`src/fsvp_pkg.sv`:
```
// Purpose: constants for the flash security vector protection block
// Assumes: 40 MHz core clock, 32-bit flash read port
// Notes:   vector addresses are flash byte addresses
package fsvp_pkg;
    localparam int          CLK_PERIOD_NS     = 25;
    // flash addresses of the two fetched vectors and their interleaved guards
    localparam logic [23:0] MODE_VEC_ADDR     = 24'h14_8000;
    localparam logic [23:0] GUARD_A_ADDR      = 24'h14_8004;
    localparam logic [23:0] LARGE_VEC_ADDR    = 24'h14_8008;
    localparam logic [23:0] GUARD_B_ADDR      = 24'h14_800C;
    // field positions in the mode vector, sector counts and large base
    localparam int          RD_PROT_BIT       = 16;
    localparam int          WR_PROT_BIT       = 17;
    localparam int          WR_LEVEL_BIT      = 18;
    localparam int          SMALL_SECTORS     = 8;
    localparam int          LARGE_SECTORS     = 12;
    localparam int          NUM_SECTORS       = 20;
    localparam int          LARGE_BASE        = 8;
    // first populated mask bit on the smaller variant
    localparam int          SMALL_FIRST_REDUCED = 4;
    localparam int          LARGE_FIRST_REDUCED = 6;
    localparam logic [2:0]  MODE_INTERNAL_VECTOR_BOOT       = 3'b000;
    localparam logic [2:0]  MODE_PARALLEL     = 3'b111;
    // fail-safe vector value before the fetch completes
    localparam logic [31:0] VEC_SAFE          = 32'h0000_0000;
endpackage

```
`src/fsvp_sector_decode.sv`:
```
// Purpose: map a flash byte address to a sector index
// Assumes: sector layout with 8 KB sectors at 0x14_0000 and 64 KB from 0x04_0000
// Notes:   combinational; out-of-range addresses report no sector
`timescale 1ns/100ps
module fsvp_sector_decode
    import fsvp_pkg::*;
(
    input  wire logic [23:0] addr,
    output logic      [4:0]  sector,
    output logic             hit
);
    localparam logic [7:0] SMALL_BANK  = 8'h14;
    localparam logic [7:0] LARGE_LO    = 8'h04;
    localparam logic [7:0] LARGE_HI    = 8'h0F;
    localparam logic [2:0] LARGE_PAIR0 = 3'h2;

    wire        small_area = (addr[23:16] == SMALL_BANK);
    wire        large_area = (addr[23:16] >= LARGE_LO) && (addr[23:16] <= LARGE_HI);
    // 8 KB sectors interleave on addr[2]; pairs every 16 KB
    wire [4:0]  small_idx  = {2'b00, addr[15:14], addr[2]};
    // 64 KB sectors interleave on addr[2]; pairs every 128 KB
    wire [2:0]  pair_off   = addr[19:17] - LARGE_PAIR0;
    wire [4:0]  large_idx  = 5'(LARGE_BASE) + {1'b0, pair_off, addr[2]};
    assign sector = small_area ? small_idx : large_idx;
    assign hit    = small_area || large_area;
endmodule

```
`src/fsvp_top.sv`:
```
// Purpose: fetch security vectors and gate flash access by decoded protection
// Assumes: flash answers a read with FL_RD_VALID any number of cycles after FL_RD_REQ
// Notes:   until the fetch finishes everything reads as protected
// Operation
// - fetch vectors after reset; programming access only once fetch is done
// - mode vector at 0x14_8000, large vector at 0x14_8008, guards interleaved
// - bits 18,17,16 are level, write enable, read enable; upper bits zero
// - read enable blocks reads in all boot modes but internal-vector mode
// - write enable with level zero protects writes in every mode
// - write enable with level one exempts internal-vector mode
// - sector masks apply only while write enable bit is set
// - mode vector bits 0..7 protect 8 KB sectors 0..7 when zero, bits 4..7 only on the smaller variant
// - large vector bits 0..11 protect 64 KB sectors 8..19 when zero, bits 6..11 only on the smaller variant
`timescale 1ns/100ps
module fsvp_top
    import fsvp_pkg::*;
#(
    parameter bit SMALL_VARIANT = 1'b0
)(
    // clock and reset
    input  wire logic        CLK,
    input  wire logic        RST_N,
    // boot mode
    input  wire logic [2:0]  BOOT_MODE_PINS,
    // vector fetch port to flash
    output logic             FL_RD_REQ,
    output logic      [23:0] FL_RD_ADDR,
    input  wire logic [31:0] FL_RD_DATA,
    input  wire logic        FL_RD_VALID,
    // access requests from CPU or programmer
    input  wire logic        ACC_REQ,
    input  wire logic        ACC_WRITE,
    input  wire logic [23:0] ACC_ADDR,
    input  wire logic [31:0] ACC_RDATA_ARRAY,
    // gated outputs
    output logic             ACC_GRANT,
    output logic             ACC_DENIED,
    output logic      [31:0] ACC_RDATA,
    output logic             ARRAY_WR_EN,
    // decoded status
    output logic             FETCH_DONE,
    output logic             PROG_ACCESS_OK,
    output logic             READ_BLOCKED,
    output logic             WRITE_BLOCKED,
    output logic      [19:0] SECTOR_WP
);
    typedef enum logic [2:0] {FSVP_ST_MODE, FSVP_ST_WAIT_MODE, FSVP_ST_LARGE,
                              FSVP_ST_WAIT_LARGE, FSVP_ST_DONE} fsvp_state_t;

    fsvp_state_t state_reg, state_next;
    logic [31:0] mode_vec_reg, mode_vec_next;
    logic [31:0] large_vec_reg, large_vec_next;

    function automatic logic [31:0] fsvp_mask_pop(input logic [31:0] v, input int first);
        logic [31:0] m;
        m = v;
        for (int i = 0; i < 32; i++) begin
            if (i < first) begin
                m[i] = 1'b1;
            end
        end
        return m;
    endfunction

    // protection decode and access gating
    wire        fetch_done   = (state_reg == FSVP_ST_DONE);
    wire        internal_vector_boot       = (BOOT_MODE_PINS == MODE_INTERNAL_VECTOR_BOOT);
    wire        rd_en_bit    = mode_vec_reg[RD_PROT_BIT];
    wire        wr_en_bit    = mode_vec_reg[WR_PROT_BIT];
    wire        wr_lvl_bit   = mode_vec_reg[WR_LEVEL_BIT];
    wire        rd_blocked   = !fetch_done || (rd_en_bit && !internal_vector_boot);
    wire        wr_mode      = wr_en_bit && !(wr_lvl_bit && internal_vector_boot);
    wire [31:0] small_eff    = SMALL_VARIANT ? fsvp_mask_pop(mode_vec_reg, SMALL_FIRST_REDUCED)
                                             : mode_vec_reg;
    wire [31:0] large_eff    = SMALL_VARIANT ? fsvp_mask_pop(large_vec_reg, LARGE_FIRST_REDUCED)
                                             : large_vec_reg;
    wire [19:0] mask_wp      = ~{large_eff[LARGE_SECTORS-1:0], small_eff[SMALL_SECTORS-1:0]};
    wire [19:0] sector_wp    = fetch_done ? (wr_en_bit ? mask_wp : 20'h0_0000) : 20'hF_FFFF;
    wire        wr_blocked   = !fetch_done || wr_mode;
    wire [4:0]  acc_sector;
    wire        acc_hit;
    wire        sec_prot     = acc_hit && (acc_sector < 5'(NUM_SECTORS)) && sector_wp[acc_sector];
    wire        wr_ok        = ACC_REQ && ACC_WRITE && fetch_done && !(wr_mode && sec_prot);
    wire        rd_ok        = ACC_REQ && !ACC_WRITE && !rd_blocked;
    wire        prog_mode    = (BOOT_MODE_PINS == MODE_PARALLEL);

    fsvp_sector_decode u_decode (
        .addr   (ACC_ADDR),
        .sector (acc_sector),
        .hit    (acc_hit)
    );

    // vector fetch sequencer, one word per request and wait pair
    always_comb begin
        state_next     = state_reg;
        mode_vec_next  = mode_vec_reg;
        large_vec_next = large_vec_reg;
        case (state_reg)
            FSVP_ST_MODE:       state_next = FSVP_ST_WAIT_MODE;
            FSVP_ST_WAIT_MODE: begin
                if (FL_RD_VALID) begin
                    mode_vec_next = FL_RD_DATA;
                    state_next    = FSVP_ST_LARGE;
                end
            end
            FSVP_ST_LARGE:      state_next = FSVP_ST_WAIT_LARGE;
            FSVP_ST_WAIT_LARGE: begin
                if (FL_RD_VALID) begin
                    large_vec_next = FL_RD_DATA;
                    state_next     = FSVP_ST_DONE;
                end
            end
            FSVP_ST_DONE:       state_next = FSVP_ST_DONE;
            default:            state_next = FSVP_ST_MODE;
        endcase
    end

    always_ff @(posedge CLK) begin
        if (!RST_N) begin
            state_reg     <= FSVP_ST_MODE;
            mode_vec_reg  <= VEC_SAFE;
            large_vec_reg <= VEC_SAFE;
        end else begin
            state_reg     <= state_next;
            mode_vec_reg  <= mode_vec_next;
            large_vec_reg <= large_vec_next;
        end
    end

    // fetch port and gated access outputs
    always_ff @(posedge CLK) begin
        if (!RST_N) begin
            FL_RD_REQ      <= 1'b0;
            FL_RD_ADDR     <= MODE_VEC_ADDR;
            ACC_GRANT      <= 1'b0;
            ACC_DENIED     <= 1'b0;
            ACC_RDATA      <= 32'h0000_0000;
            ARRAY_WR_EN    <= 1'b0;
            FETCH_DONE     <= 1'b0;
            PROG_ACCESS_OK <= 1'b0;
            READ_BLOCKED   <= 1'b1;
            WRITE_BLOCKED  <= 1'b1;
            SECTOR_WP      <= 20'hF_FFFF;
        end else begin
            FL_RD_REQ      <= (state_next == FSVP_ST_WAIT_MODE && state_reg == FSVP_ST_MODE) ||
                              (state_next == FSVP_ST_WAIT_LARGE && state_reg == FSVP_ST_LARGE);
            FL_RD_ADDR     <= (state_reg == FSVP_ST_MODE) ? MODE_VEC_ADDR : LARGE_VEC_ADDR;
            ACC_GRANT      <= wr_ok || rd_ok;
            ACC_DENIED     <= ACC_REQ && !(wr_ok || rd_ok);
            ACC_RDATA      <= rd_ok ? ACC_RDATA_ARRAY : 32'h0000_0000;
            ARRAY_WR_EN    <= wr_ok;
            FETCH_DONE     <= fetch_done;
            PROG_ACCESS_OK <= fetch_done && prog_mode;
            READ_BLOCKED   <= rd_blocked;
            WRITE_BLOCKED  <= wr_blocked;
            SECTOR_WP      <= sector_wp;
        end
    end
endmodule
```
`config.mk`:
```
export PLATFORM = sky130hd
export DESIGN_NAME = fsvp_top
export DESIGN_NICKNAME = d
export VERILOG_FILES = /design/src/fsvp_pkg.sv /design/src/fsvp_sector_decode.sv /design/src/fsvp_top.sv
export SDC_FILE = /design/constraint.sdc
export NUM_CORES = 1
export LEC_CHECK = 0
export BUFFER_PORTS_ARGS = -buffer_cell sky130_fd_sc_hd__buf_2
export CAP_MARGIN = 10
export CORE_MARGIN = 4
export CORE_UTILIZATION = 40
export CTS_CLUSTER_DIAMETER = 150
export DETAILED_ROUTE_END_ITERATION = 8
export PLACE_DENSITY_LB_ADDON = 0.08
export SLEW_MARGIN = 5
export SYNTH_ARGS = -nofsm -noshare
export SYNTH_HDL_FRONTEND = slang
export SYNTH_HIERARCHICAL = 1
export SYNTH_SLANG_ARGS = --single-unit
```
`constraint.sdc`:
```
create_clock -name CLK -period 3 [get_ports CLK]
set_clock_uncertainty 0.1 [all_clocks]
set_input_delay 0.45 -clock CLK [delete_from_list [all_inputs] [get_ports CLK]]
set_output_delay 0.45 -clock CLK [all_outputs]
set_load 0.01 [all_outputs]
```
==> reports/metrics.yaml, run 1 <==
status: "finished clean"
crit_required_ns: 3.16
drv_cap: 0
placed_cells: 528
timing.final.crit_share_pct: 79.6
cts_made_buffers: 9
via_per_inst: 4.40
area_delta_synth_final_pct: 27.3
ys.flop_type: "dfxtp_1"
wirelength_mm: 7.18
die_h_um: 97.0
r2r_cells: 4
fmax_mhz: 419
cts_hold_buffers: 0
vias: 2396
critPathCaptureType: "register"
cp_cell_sequence: "buf_2, inv_1, ha_1, nor3b_2, and3_4, mux2_4, or2b_2, a221o_1, and4_1, a32o_2"
final_cell_mix: "buf_2 (126), dfxtp_1 (87), nand2_1 (50)"
boundaryPins: 180
cts_resized: 0
async_flop_share_pct: 0
grt_pass1_vias: 2282
max_stage_delay_ns: 0.33
cts_setup_buffers: 0
timing.hold.ws_ns: 0.182
fp.dieW_um: 97.0
fin_util_pct: 52.2
netlist.area_leader.share_pct: 55.0
timing_hold_violations_final: 0
synth-edff-count: 0
syn_area_per_cell_um2: 10.1
setup-tns-final_ns: 0
core-area_mm2: 0.00773
portBuffers: 126
dieArea_mm2: 0.00940
wl_per_cell_um: 13.2
antenna_found_initial: 0
met2_usage_pct: 24.9
synth_top_cell_by_area: "dfxtp_1"
synth_cells: 313
drive_gt1_share_pct: 36.4
min_path_type: "primary input to register"
tightest_slew_ns: 0.843
initialDrtViolationCount: 66
drc: 0
grt_pass1_wl_mm: 11.5
cts_tree: "done"
ys_warn_count: 6
crit_family: "simple AND/OR/NAND/NOR gates"
rsz0062_at_grt: "false"
netlist_top_cells_area: "dfxtp_1 (55%), and2_1 (6.3%), nand2_1 (5.9%)"
dr.pass1.iters: 4
h-tree-depth: 3
largest_register: "ACC_RDATA"
nets: 535
seq_area_frac_synth_pct: 55.0
max_slew_margin_pct: 43.7
arrival_ns: 2.55
insertion_delay_ns: 0.35
crit_slowest_cell: "mux2_4"
worst-path-max-fanout: 5
fin_cells: 544
cts.sinks: 87
row_count: 32
met3_usage_pct: 5.55
hp-start: "ACC_RDATA_ARRAY[24]"
final_common_cell: "buf_2"
setup_viol: 0
grt_max_degree: 35
cp.depth: 10
period_minus_slack_ns: 2.39
initial_core_util_pct: 41.0
r2r-start: "state_reg[2]$_SDFF_PN0_"
ant_nets: 0
cp_num_buf_inv: 2
power_density_mw_per_mm2: 557
hold_end: "ACC_RDATA[24]$_SDFF_PN0_"
worstSetupPathType: "primary input to register"
n_fill_cell: 765
r2r_slack_ns: 0.96
critical_path.startpoint_type: "primary input"
placed_area_mm2: 0.00380
top_usage_layer: "met2"
cts.root.buffer_cell: "clkbuf_8"
use_met1_pct: 18.8
clkTransAtPathRegs_ns: 0.09
fin_area_mm2: 0.00403
groute.usage.overall_pct: 15.3
synth.distinct_cells: 45
ir_worst_vdd_mv: 0.235
ys_seq_elements: 87
gp_congestion: 0.800
num_antenna_cells: 0
critPathLaunch: "ACC_ADDR[19]"
synth_area_mm2: 0.00317
grt_overflow: 0
slew_violations: 0
clockBufferDepth: 2
reg2reg_to: "READ_BLOCKED$_SDFF_PN1_"
dp_hpwl_mm: 5.49
p_leak_uw: 0.00183
largest_register_ffs: 32
hold_depth: 2
layer usage:
layer	up-vias	wire, um
met5	-	0
met4	0	131
met3	8	529
met2	83	3350
met1	1066	3160
li1	1239	-
stage by stage:
stage / worst slack, ns / power [uW]
final: 0.612 / 2250
after global routing: 0.546 / 2350
after CTS: 0.614 / 2270
after detailed placement: 0.229 / 1360
after global placement: 0.271 / 1360
after floorplan: 0.488 / 1310
power breakdown:
group	internal, uW	total, uW	switching [uW]
clock network	496	916	420
logic	69.4	145	75.8
registers	1170	1190	13.8
how the worst max path moves through the flow:
stage / slack, ns / end
final: 0.61 / ACC_DENIED$_SDFF_PN0_
after global routing: 0.55 / ACC_DENIED$_SDFF_PN0_
after CTS: 0.61 / ACC_DENIED$_SDFF_PN0_
after global placement: 0.27 / ACC_DENIED$_SDFF_PN0_
after floorplan: 0.49 / ACC_DENIED$_SDFF_PN0_
after detailed placement: 0.23 / ACC_DENIED$_SDFF_PN0_
worst register-to-register path, cell delays in order (launching register included):
cell,delay [ns]
dfxtp_1,0.42
nor3b_2,0.39
and2_0,0.73
buf_4,0.23
nand2_1,0.05
layout make-up:
| cell class | instances | area, um2 | share of cell area [%] |
|---|---|---|---|
| Sequential cell | 87 | 1740 | 43.2 |
| Multi-Input combinational cell | 202 | 1240 | 30.7 |
| Timing Repair Buffer | 132 | 676 | 16.8 |
| Clock buffer | 10 | 138 | 3.41 |
| Tap cell | 102 | 128 | 3.17 |
| Clock inverter | 6 | 92.6 | 2.30 |
| Inverter | 5 | 18.8 | 0.466 |
Yosys cell counts (2+ instances only):
library cell,n
dfxtp_1,87
nand2_1,50
and2_1,32
buf_4,24
a21boi_0,23
o21ai_0,23
clkbuf_1,15
inv_1,5
mux2i_1,4
nor2_1,4
a21oi_1,3
a221o_1,2
and2_2,2
and4_1,2
conb_1,2
ha_1,2
mux4_1,2
nor3_1,2
nor3b_2,2
o21a_1,2
kinds of logic (layout without fill, tap and decap cells):
family	after synthesis	in the layout	synth area share [%]
other	2	23	0.237
adder cells (fa/ha/maj)	2	2	0.790
AND/OR/NAND/NOR	108	108	18.5
AO/OA/AOI/OAI	60	60	12.7
flip-flops	87	87	55.0
XOR/XNOR	1	1	0.277
buffers and inverters	45	153	8.42
multiplexers	8	8	4.11
No activity file was read; power rests on OpenSTA's default activity.
==> inputs of run 2 (changes only) <==
- ABC_AREA: not set -> 1
- clock period: 3 -> 2.25 ns (I/O delays scaled with it)
==> reports/metrics.yaml, run 2 <==
via_per_inst: 4.33  # -1.6%
grt_pass1_wl_mm: 11.5  # -0.18%
setup_viol: 0  # unchanged
power_uw: 2970  # +32%
cts_tree: "done"
met2_usage_pct: 23.8  # -1.1 points
cts_made_buffers: 9  # unchanged
rsz0062_at_grt: "false"
ant_nets: 0  # unchanged
synth_top_cell_by_area: "dfxtp_1"
grt_max_degree: 34  # -2.9%
critical_path.startpoint_type: "register"
n_fill_cell: 805  # +5.2%
async_flop_share_pct: 0  # unchanged
drv_cap: 0  # unchanged
groute.usage.overall_pct: 14.6  # -0.75 points
synth_cells: 398  # +27%
final_common_cell: "buf_2"
crit_required_ns: 2.37  # -0.79 ns
ir_worst_vdd_mv: 0.379  # +61%
r2r-start: "mode_vec_reg[17]$_SDFFE_PN0P_"
drive_gt1_share_pct: 35.9  # -0.55 points
status: "finished clean"
fp.dieW_um: 99.2  # +2.3%
power_density_mw_per_mm2: 721  # +29%
synth_common_cells: "dfxtp_1 (87), inv_1 (70), o21ai_0 (44)"
ys_warn_count: 6  # unchanged
vias: 2713  # +13%
gp_congestion: 0.805  # +0.64%
cts_setup_buffers: 0  # unchanged
cts.sinks: 87  # unchanged
boundaryPins: 180  # unchanged
reg2reg_to: "ACC_GRANT$_SDFF_PN0_"
timing.final.crit_share_pct: 77.5
worstSetupPathType: "register to register"
slew_violations: 0  # unchanged
grt_pass1_vias: 2443  # +7.1%
synth-edff-count: 0  # unchanged
r2r_cells: 7  # +3
netlist.area_leader.share_pct: 52.4  # -2.6 points
clkTransAtPathRegs_ns: 0.09  # about the same
fmax_mhz: 574
critPathCaptureType: "register"
grt_overflow: 0  # unchanged
dp_hpwl_mm: 5.46  # -0.57%
initialDrtViolationCount: 104  # +58%
period_minus_slack_ns: 1.74
setup-tns-final_ns: 0  # unchanged
clockBufferDepth: 2  # unchanged
wirelength_mm: 7.24  # +0.93%
netlist_top_cells_area: "dfxtp_1 (52%), inv_1 (7.9%), o21ai_0 (6.6%)"
min_path_type: "primary input to register"
r2r_slack_ns: 0.51  # -0.45 ns
top_usage_layer: "met2"
timing_hold_violations_final: 0  # unchanged
arrival_ns: 1.87  # -0.68 ns
max_slew_margin_pct: 51.6  # +7.9 points
drc: 0  # unchanged
cts_resized: 0  # unchanged
tightest_slew_ns: 0.724  # -0.120 ns
portBuffers: 126  # unchanged
insertion_delay_ns: 0.35  # about the same
final_cell_mix: "buf_2 (126), dfxtp_1 (87), inv_1 (70)"
dieArea_mm2: 0.00984  # +4.6%
antenna_found_initial: 0  # unchanged
p_leak_uw: 0.00204  # +11%
hold_depth: 3  # +1
hp-start: "ACC_RDATA_ARRAY[1]"
largest_register_ffs: 32  # unchanged
seq_area_frac_synth_pct: 52.4  # -2.6 points
nets: 617  # +15%
syn_area_per_cell_um2: 8.36  # -17%
area_delta_synth_final_pct: 24.1
dp_slack_ns: 0.141  # -0.0886 ns
dr.pass1.iters: 4  # unchanged
hold_end: "ACC_RDATA[1]$_SDFF_PN0_"
synth.distinct_cells: 22  # -51%
worst-path-max-fanout: 22  # +17
die_h_um: 99.2  # +2.3%
largest_register: "ACC_RDATA"
num_antenna_cells: 0  # unchanged
wl_per_cell_um: 11.6  # -12%
met3_usage_pct: 3.09  # -2.5 points
use_met1_pct: 18.4  # -0.42 points
layout_setup_ws_ns: 0.506  # -0.106 ns
synthMostInstantiatedCell: "dfxtp_1"
row_count: 32  # unchanged
h-tree-depth: 3  # unchanged
cts_hold_buffers: 0  # unchanged
ys_seq_elements: 87  # unchanged
synth_area_mm2: 0.00333  # +5.0%
core-area_mm2: 0.00789  # +2.1%
initial_core_util_pct: 42.2  # +1.2 points
cts.root.buffer_cell: "clkbuf_8"
ys.flop_type: "dfxtp_1"
run 2: cell types whose count changed in the layout (fill, tap and decap cells not counted), moves of 3 or more:
cell / before / now
a21boi_0: 23 / 0
a21oi_1: 3 / 27
and2_1: 32 / 0
buf_4: 6 / 3
inv_1: 5 / 70
inv_2: 0 / 5
mux2i_1: 4 / 0
nand2_1: 50 / 23
nand2_2: 0 / 5
nand3_1: 0 / 38
nor2_1: 4 / 17
nor2_2: 0 / 29
nor2_4: 0 / 3
o21ai_0: 23 / 44
run 2: power by group:
part	switching, uW	internal (uW)	total [uW]
Sequential	18.6	1570	1590
Clock	565	584	1150
Combinational	147	92.1	239
Total	730	2240	2970
run 2: cell type report:
cell class                 count  area, um2  area share (%)
inverter                      75        282            6.82
clock buffer                  11        151            3.67
tap                          102        128            3.09
timing repair buffer         129        653            15.8
clock inverter                 5       63.8            1.55
multi-input combinational    217       1110            26.8
sequential                    87       1740            42.2
run 2: cells by family after synthesis:
family / Yosys count / share of synthesized area (%)
and+or+nand+nor: 119 / 18.8
buffers and inverters: 115 / 16.7
DFF: 87 / 52.4
AOI/OAI and AO/OA: 73 / 11.1
adders and majority gates: 2 / 0.752
other: 2 / 0.226
run 2: how the worst max path moves through the flow:
stage               cells past startpoint                   endpoint                          start  slack (ns)
finish                                  7       ACC_GRANT$_SDFF_PN0_  mode_vec_reg[17]$_SDFFE_PN0P_        0.51
detailed placement                     16       ACC_GRANT$_SDFF_PN0_                   ACC_ADDR[19]        0.14
global route                            5  large_eff[2]$_SDFFE_PN0P_        state_reg[1]$_SDFF_PN0_        0.35
global placement                       16       ACC_GRANT$_SDFF_PN0_                   ACC_ADDR[19]        0.16
floorplan                              15       ACC_GRANT$_SDFF_PN0_                   ACC_ADDR[19]        0.55
CTS                                     7       ACC_GRANT$_SDFF_PN0_  mode_vec_reg[17]$_SDFFE_PN0P_        0.48
run 2: per-layer routing:
| metal | share of wire [%] | up-vias | wire length (um) |
|---|---|---|---|
| li1 | - | 1422 | - |
| met1 | 44 | 1186 | 3170 |
| met2 | 47 | 98 | 3370 |
| met3 | 8.2 | 7 | 593 |
| met4 | 1.5 | 0 | 110 |
| met5 | 0 | - | 0 |
run 2: metrics by stage:
| stage | util [%] | std cells | instance area, um2 | hold WS (ns) |
|---|---|---|---|---|
| 2_1_floorplan | - | 419 | 3400 | 0.312 |
| 3_3_place_gp | 49.6 | 610 | 3910 | 0.333 |
| 3_5_place_dp | 49.6 | 610 | 3910 | 0.336 |
| 4_1_cts | 52.3 | 626 | 4130 | 0.0690 |
| 5_1_grt | 52.3 | 626 | 4130 | 0.0806 |
| 6_report | 52.3 | 626 | 4130 | 0.0911 |
run 2: critical path, stage by stage (launching register included):
cell	delay [ns]
dfxtp_1	0.74
o21ai_0	0.24
inv_1	0.09
nand2_1	0.06
a21oi_1	0.12
nand3_1	0.12
nand3_1	0.11
nand2_1	0.05
==> inputs of run 3 (changes only) <==
- clock period: 2.25 -> 1.46 ns (I/O delays scaled with it)
==> reports/metrics.yaml, run 3 (same netlist as run 2, synthesis figures left out) <==
status: "finished clean"
crit_slowest_cell: "dfxtp_2"
r2r-start: "state_reg[0]$_SDFF_PN0_"
r2r_slack_ns: 0.06  # -0.45 ns
cp_cell_sequence: "nor2_2, nand2_2, nor2_4, nand4_4, clkbuf_16, nor2_2"
grt_pass1_vias: 2746  # +12%
arrival_ns: 1.59  # -0.28 ns
layout_setup_ws_ns: 0.0586  # -0.448 ns
timing_hold_violations_final: 0  # unchanged
p_leak_uw: 0.00232  # +14%
final_common_cell: "buf_2"
largest_register_ffs: 32  # unchanged
wl_per_cell_um: 12.3  # +6.1%
drc: 0  # unchanged
rsz0062_at_grt: "true"
die_h_um: 99.2  # unchanged
boundaryPins: 180  # unchanged
setup_viol: 0  # unchanged
area_delta_synth_final_pct: 43.7
crit_required_ns: 1.65  # -0.72 ns
drive_gt1_share_pct: 39.7  # +3.8 points
grt_overflow: 0  # unchanged
critPathLaunch: "state_reg[0]$_SDFF_PN0_"
ir_worst_vdd_mv: 0.441  # +16%
groute.usage.overall_pct: 15.9  # +1.3 points
fp.dieW_um: 99.2  # unchanged
initial_core_util_pct: 42.2  # unchanged
nets: 673  # +9.1%
vias: 2993  # +10%
dp_hpwl_mm: 5.74  # +5.1%
critPathCaptureType: "register"
max_slew_margin_pct: 61.3  # +9.7 points
dr.pass1.iters: 4  # unchanged
cts_tree: "done"
hold_end: "PROG_ACCESS_OK$_SDFF_PN0_"
cts.sinks: 87  # unchanged
swShare_pct: 25.0  # +0.41 points
fmax_mhz: 714  # +24%
r2r_cells: 6  # -1
grt_max_degree: 33  # -2.9%
portBuffers: 126  # unchanged
timing.critical_path.mode_cell: "nor2_2"
hold_depth: 3  # unchanged
hp-start: "BOOT_MODE_PINS[0]"
p_int_uw: 3500  # +56%
gp_congestion: 0.879  # +9.2%
min_path_type: "primary input to register"
cts_made_buffers: 9  # unchanged
via_per_inst: 4.39  # +1.3%
dp_slack_ns: -0.326  # -0.467 ns
insertion_delay_ns: 0.36  # about the same
cts.root.buffer_cell: "clkbuf_8"
largest_register: "ACC_RDATA"
reg2reg_to: "ACC_RDATA[21]$_SDFF_PN0_"
core-area_mm2: 0.00789  # unchanged
p_switching_uw: 1170  # +60%
n_fill_cell: 746  # -7.3%
power_density_mw_per_mm2: 977  # +36%
timing.final.crit_share_pct: 96.0  # +18 points
final_cell_mix: "buf_2 (126), dfxtp_1 (85), inv_1 (67)"
clkTransAtPathRegs_ns: 0.09  # about the same
worst-path-max-fanout: 8  # -64%
worstSetupPathType: "register to register"
slew_violations: 0  # unchanged
clockBufferDepth: 2  # unchanged
pwr-share-seq_pct: 52.2  # -1.1 points
dieArea_mm2: 0.00984  # unchanged
antenna_found_initial: 0  # unchanged
num_antenna_cells: 0  # unchanged
clkPwrFrac_pct: 36.7  # -1.9 points
initialDrtViolationCount: 139  # +34%
drv_cap: 0  # unchanged
period_minus_slack_ns: 1.40  # -0.342 ns
tightest_slew_ns: 0.580  # -0.144 ns
critical_path.startpoint_type: "register"
grt_pass1_wl_mm: 12.5  # +9.3%
setup-tns-final_ns: 0  # unchanged
row_count: 32  # unchanged
h-tree-depth: 3  # unchanged
ant_nets: 0  # unchanged
combPwrFrac_pct: 11.1  # +3.1 points
wirelength_mm: 8.37  # +16%
max_stage_delay_ns: 0.34  # -0.40 ns
## run 3: cell types whose count changed in the layout (fill, tap and decap cells not counted), moves of 3 or more
cell,before,now
nand3_2,0,7
inv_1,70,67
dlygate4sd3_1,0,34
nand2_1,23,20
nand3_1,38,31
buf_4,3,19
## run 3: cell type report
| cell class | instances | area (um2) | area share, % |
|---|---|---|---|
| flip-flops and latches | 87 | 1740 | 36.5 |
| repair buffers | 185 | 1230 | 25.7 |
| multi-input cells | 217 | 1180 | 24.7 |
| inverters | 75 | 294 | 6.15 |
| clock buffers | 10 | 138 | 2.88 |
| well taps | 102 | 128 | 2.67 |
| clock inverters | 6 | 67.6 | 1.41 |
## run 3: critical path, delay by kind of cell (launching register included)
| kind | cells | cell delay, ns |
|---|---|---|
| buf+inv | 1 | 0.23 |
| simple gates | 5 | 0.65 |
| flops | 1 | 0.34 |
## run 3: through the flow
| stage | hold WS (ns) | cells | area (um2) | total power (uW) | utilization, % |
|---|---|---|---|---|---|
| floorplan | 0.231 | 419 | 3450 | 2780 | - |
| global placement | 0.331 | 622 | 4070 | 2910 | 51.6 |
| detailed placement | 0.332 | 622 | 4070 | 2920 | 51.6 |
| CTS | 0.00685 | 672 | 4620 | 4710 | 58.6 |
| global route | 0.0265 | 682 | 4780 | 4880 | 60.6 |
| finish | 0.0249 | 682 | 4780 | 4670 | 60.6 |
## run 3: power groups by stage
stage	clock [uW]	sequential [uW]	combinational [uW]
finish	1710	2440	517
floorplan	0	2490	288
global placement	0	2490	422
global route	1860	2440	581
CTS	1780	2440	499
detailed placement	0	2490	425
## run 3: worst max path at each step
stage | end | slack, ns
final | ACC_RDATA[21]$_SDFF_PN0_ | 0.06
after global routing | ACC_RDATA[2]$_SDFF_PN0_ | -0.04
after CTS | ACC_RDATA[5]$_SDFF_PN0_ | 0.03
after detailed placement | ACC_GRANT$_SDFF_PN0_ | -0.33
after global placement | ACC_DENIED$_SDFF_PN0_ | -0.29
after floorplan | ACC_GRANT$_SDFF_PN0_ | -0.02
## run 3: layer usage
| layer | global-route usage, % | vias up | wire [um] |
|---|---|---|---|
| met5 | 0 | - | 0 |
| li1 | - | 1542 | - |
| met4 | 7.04 | 0 | 180 |
| met3 | 3.58 | 14 | 554 |
| met1 | 19.3 | 1345 | 3620 |
| met2 | 27.0 | 92 | 4020 |
## run 3: what timing repair did
action / in CTS / in global routing
hold buffers: 34 / 0
endpoints found under the setup margin: 0 / 61
hold endpoints to repair: 34 / 0
resized for setup: 0 / 15
setup buffers: 0 / 7
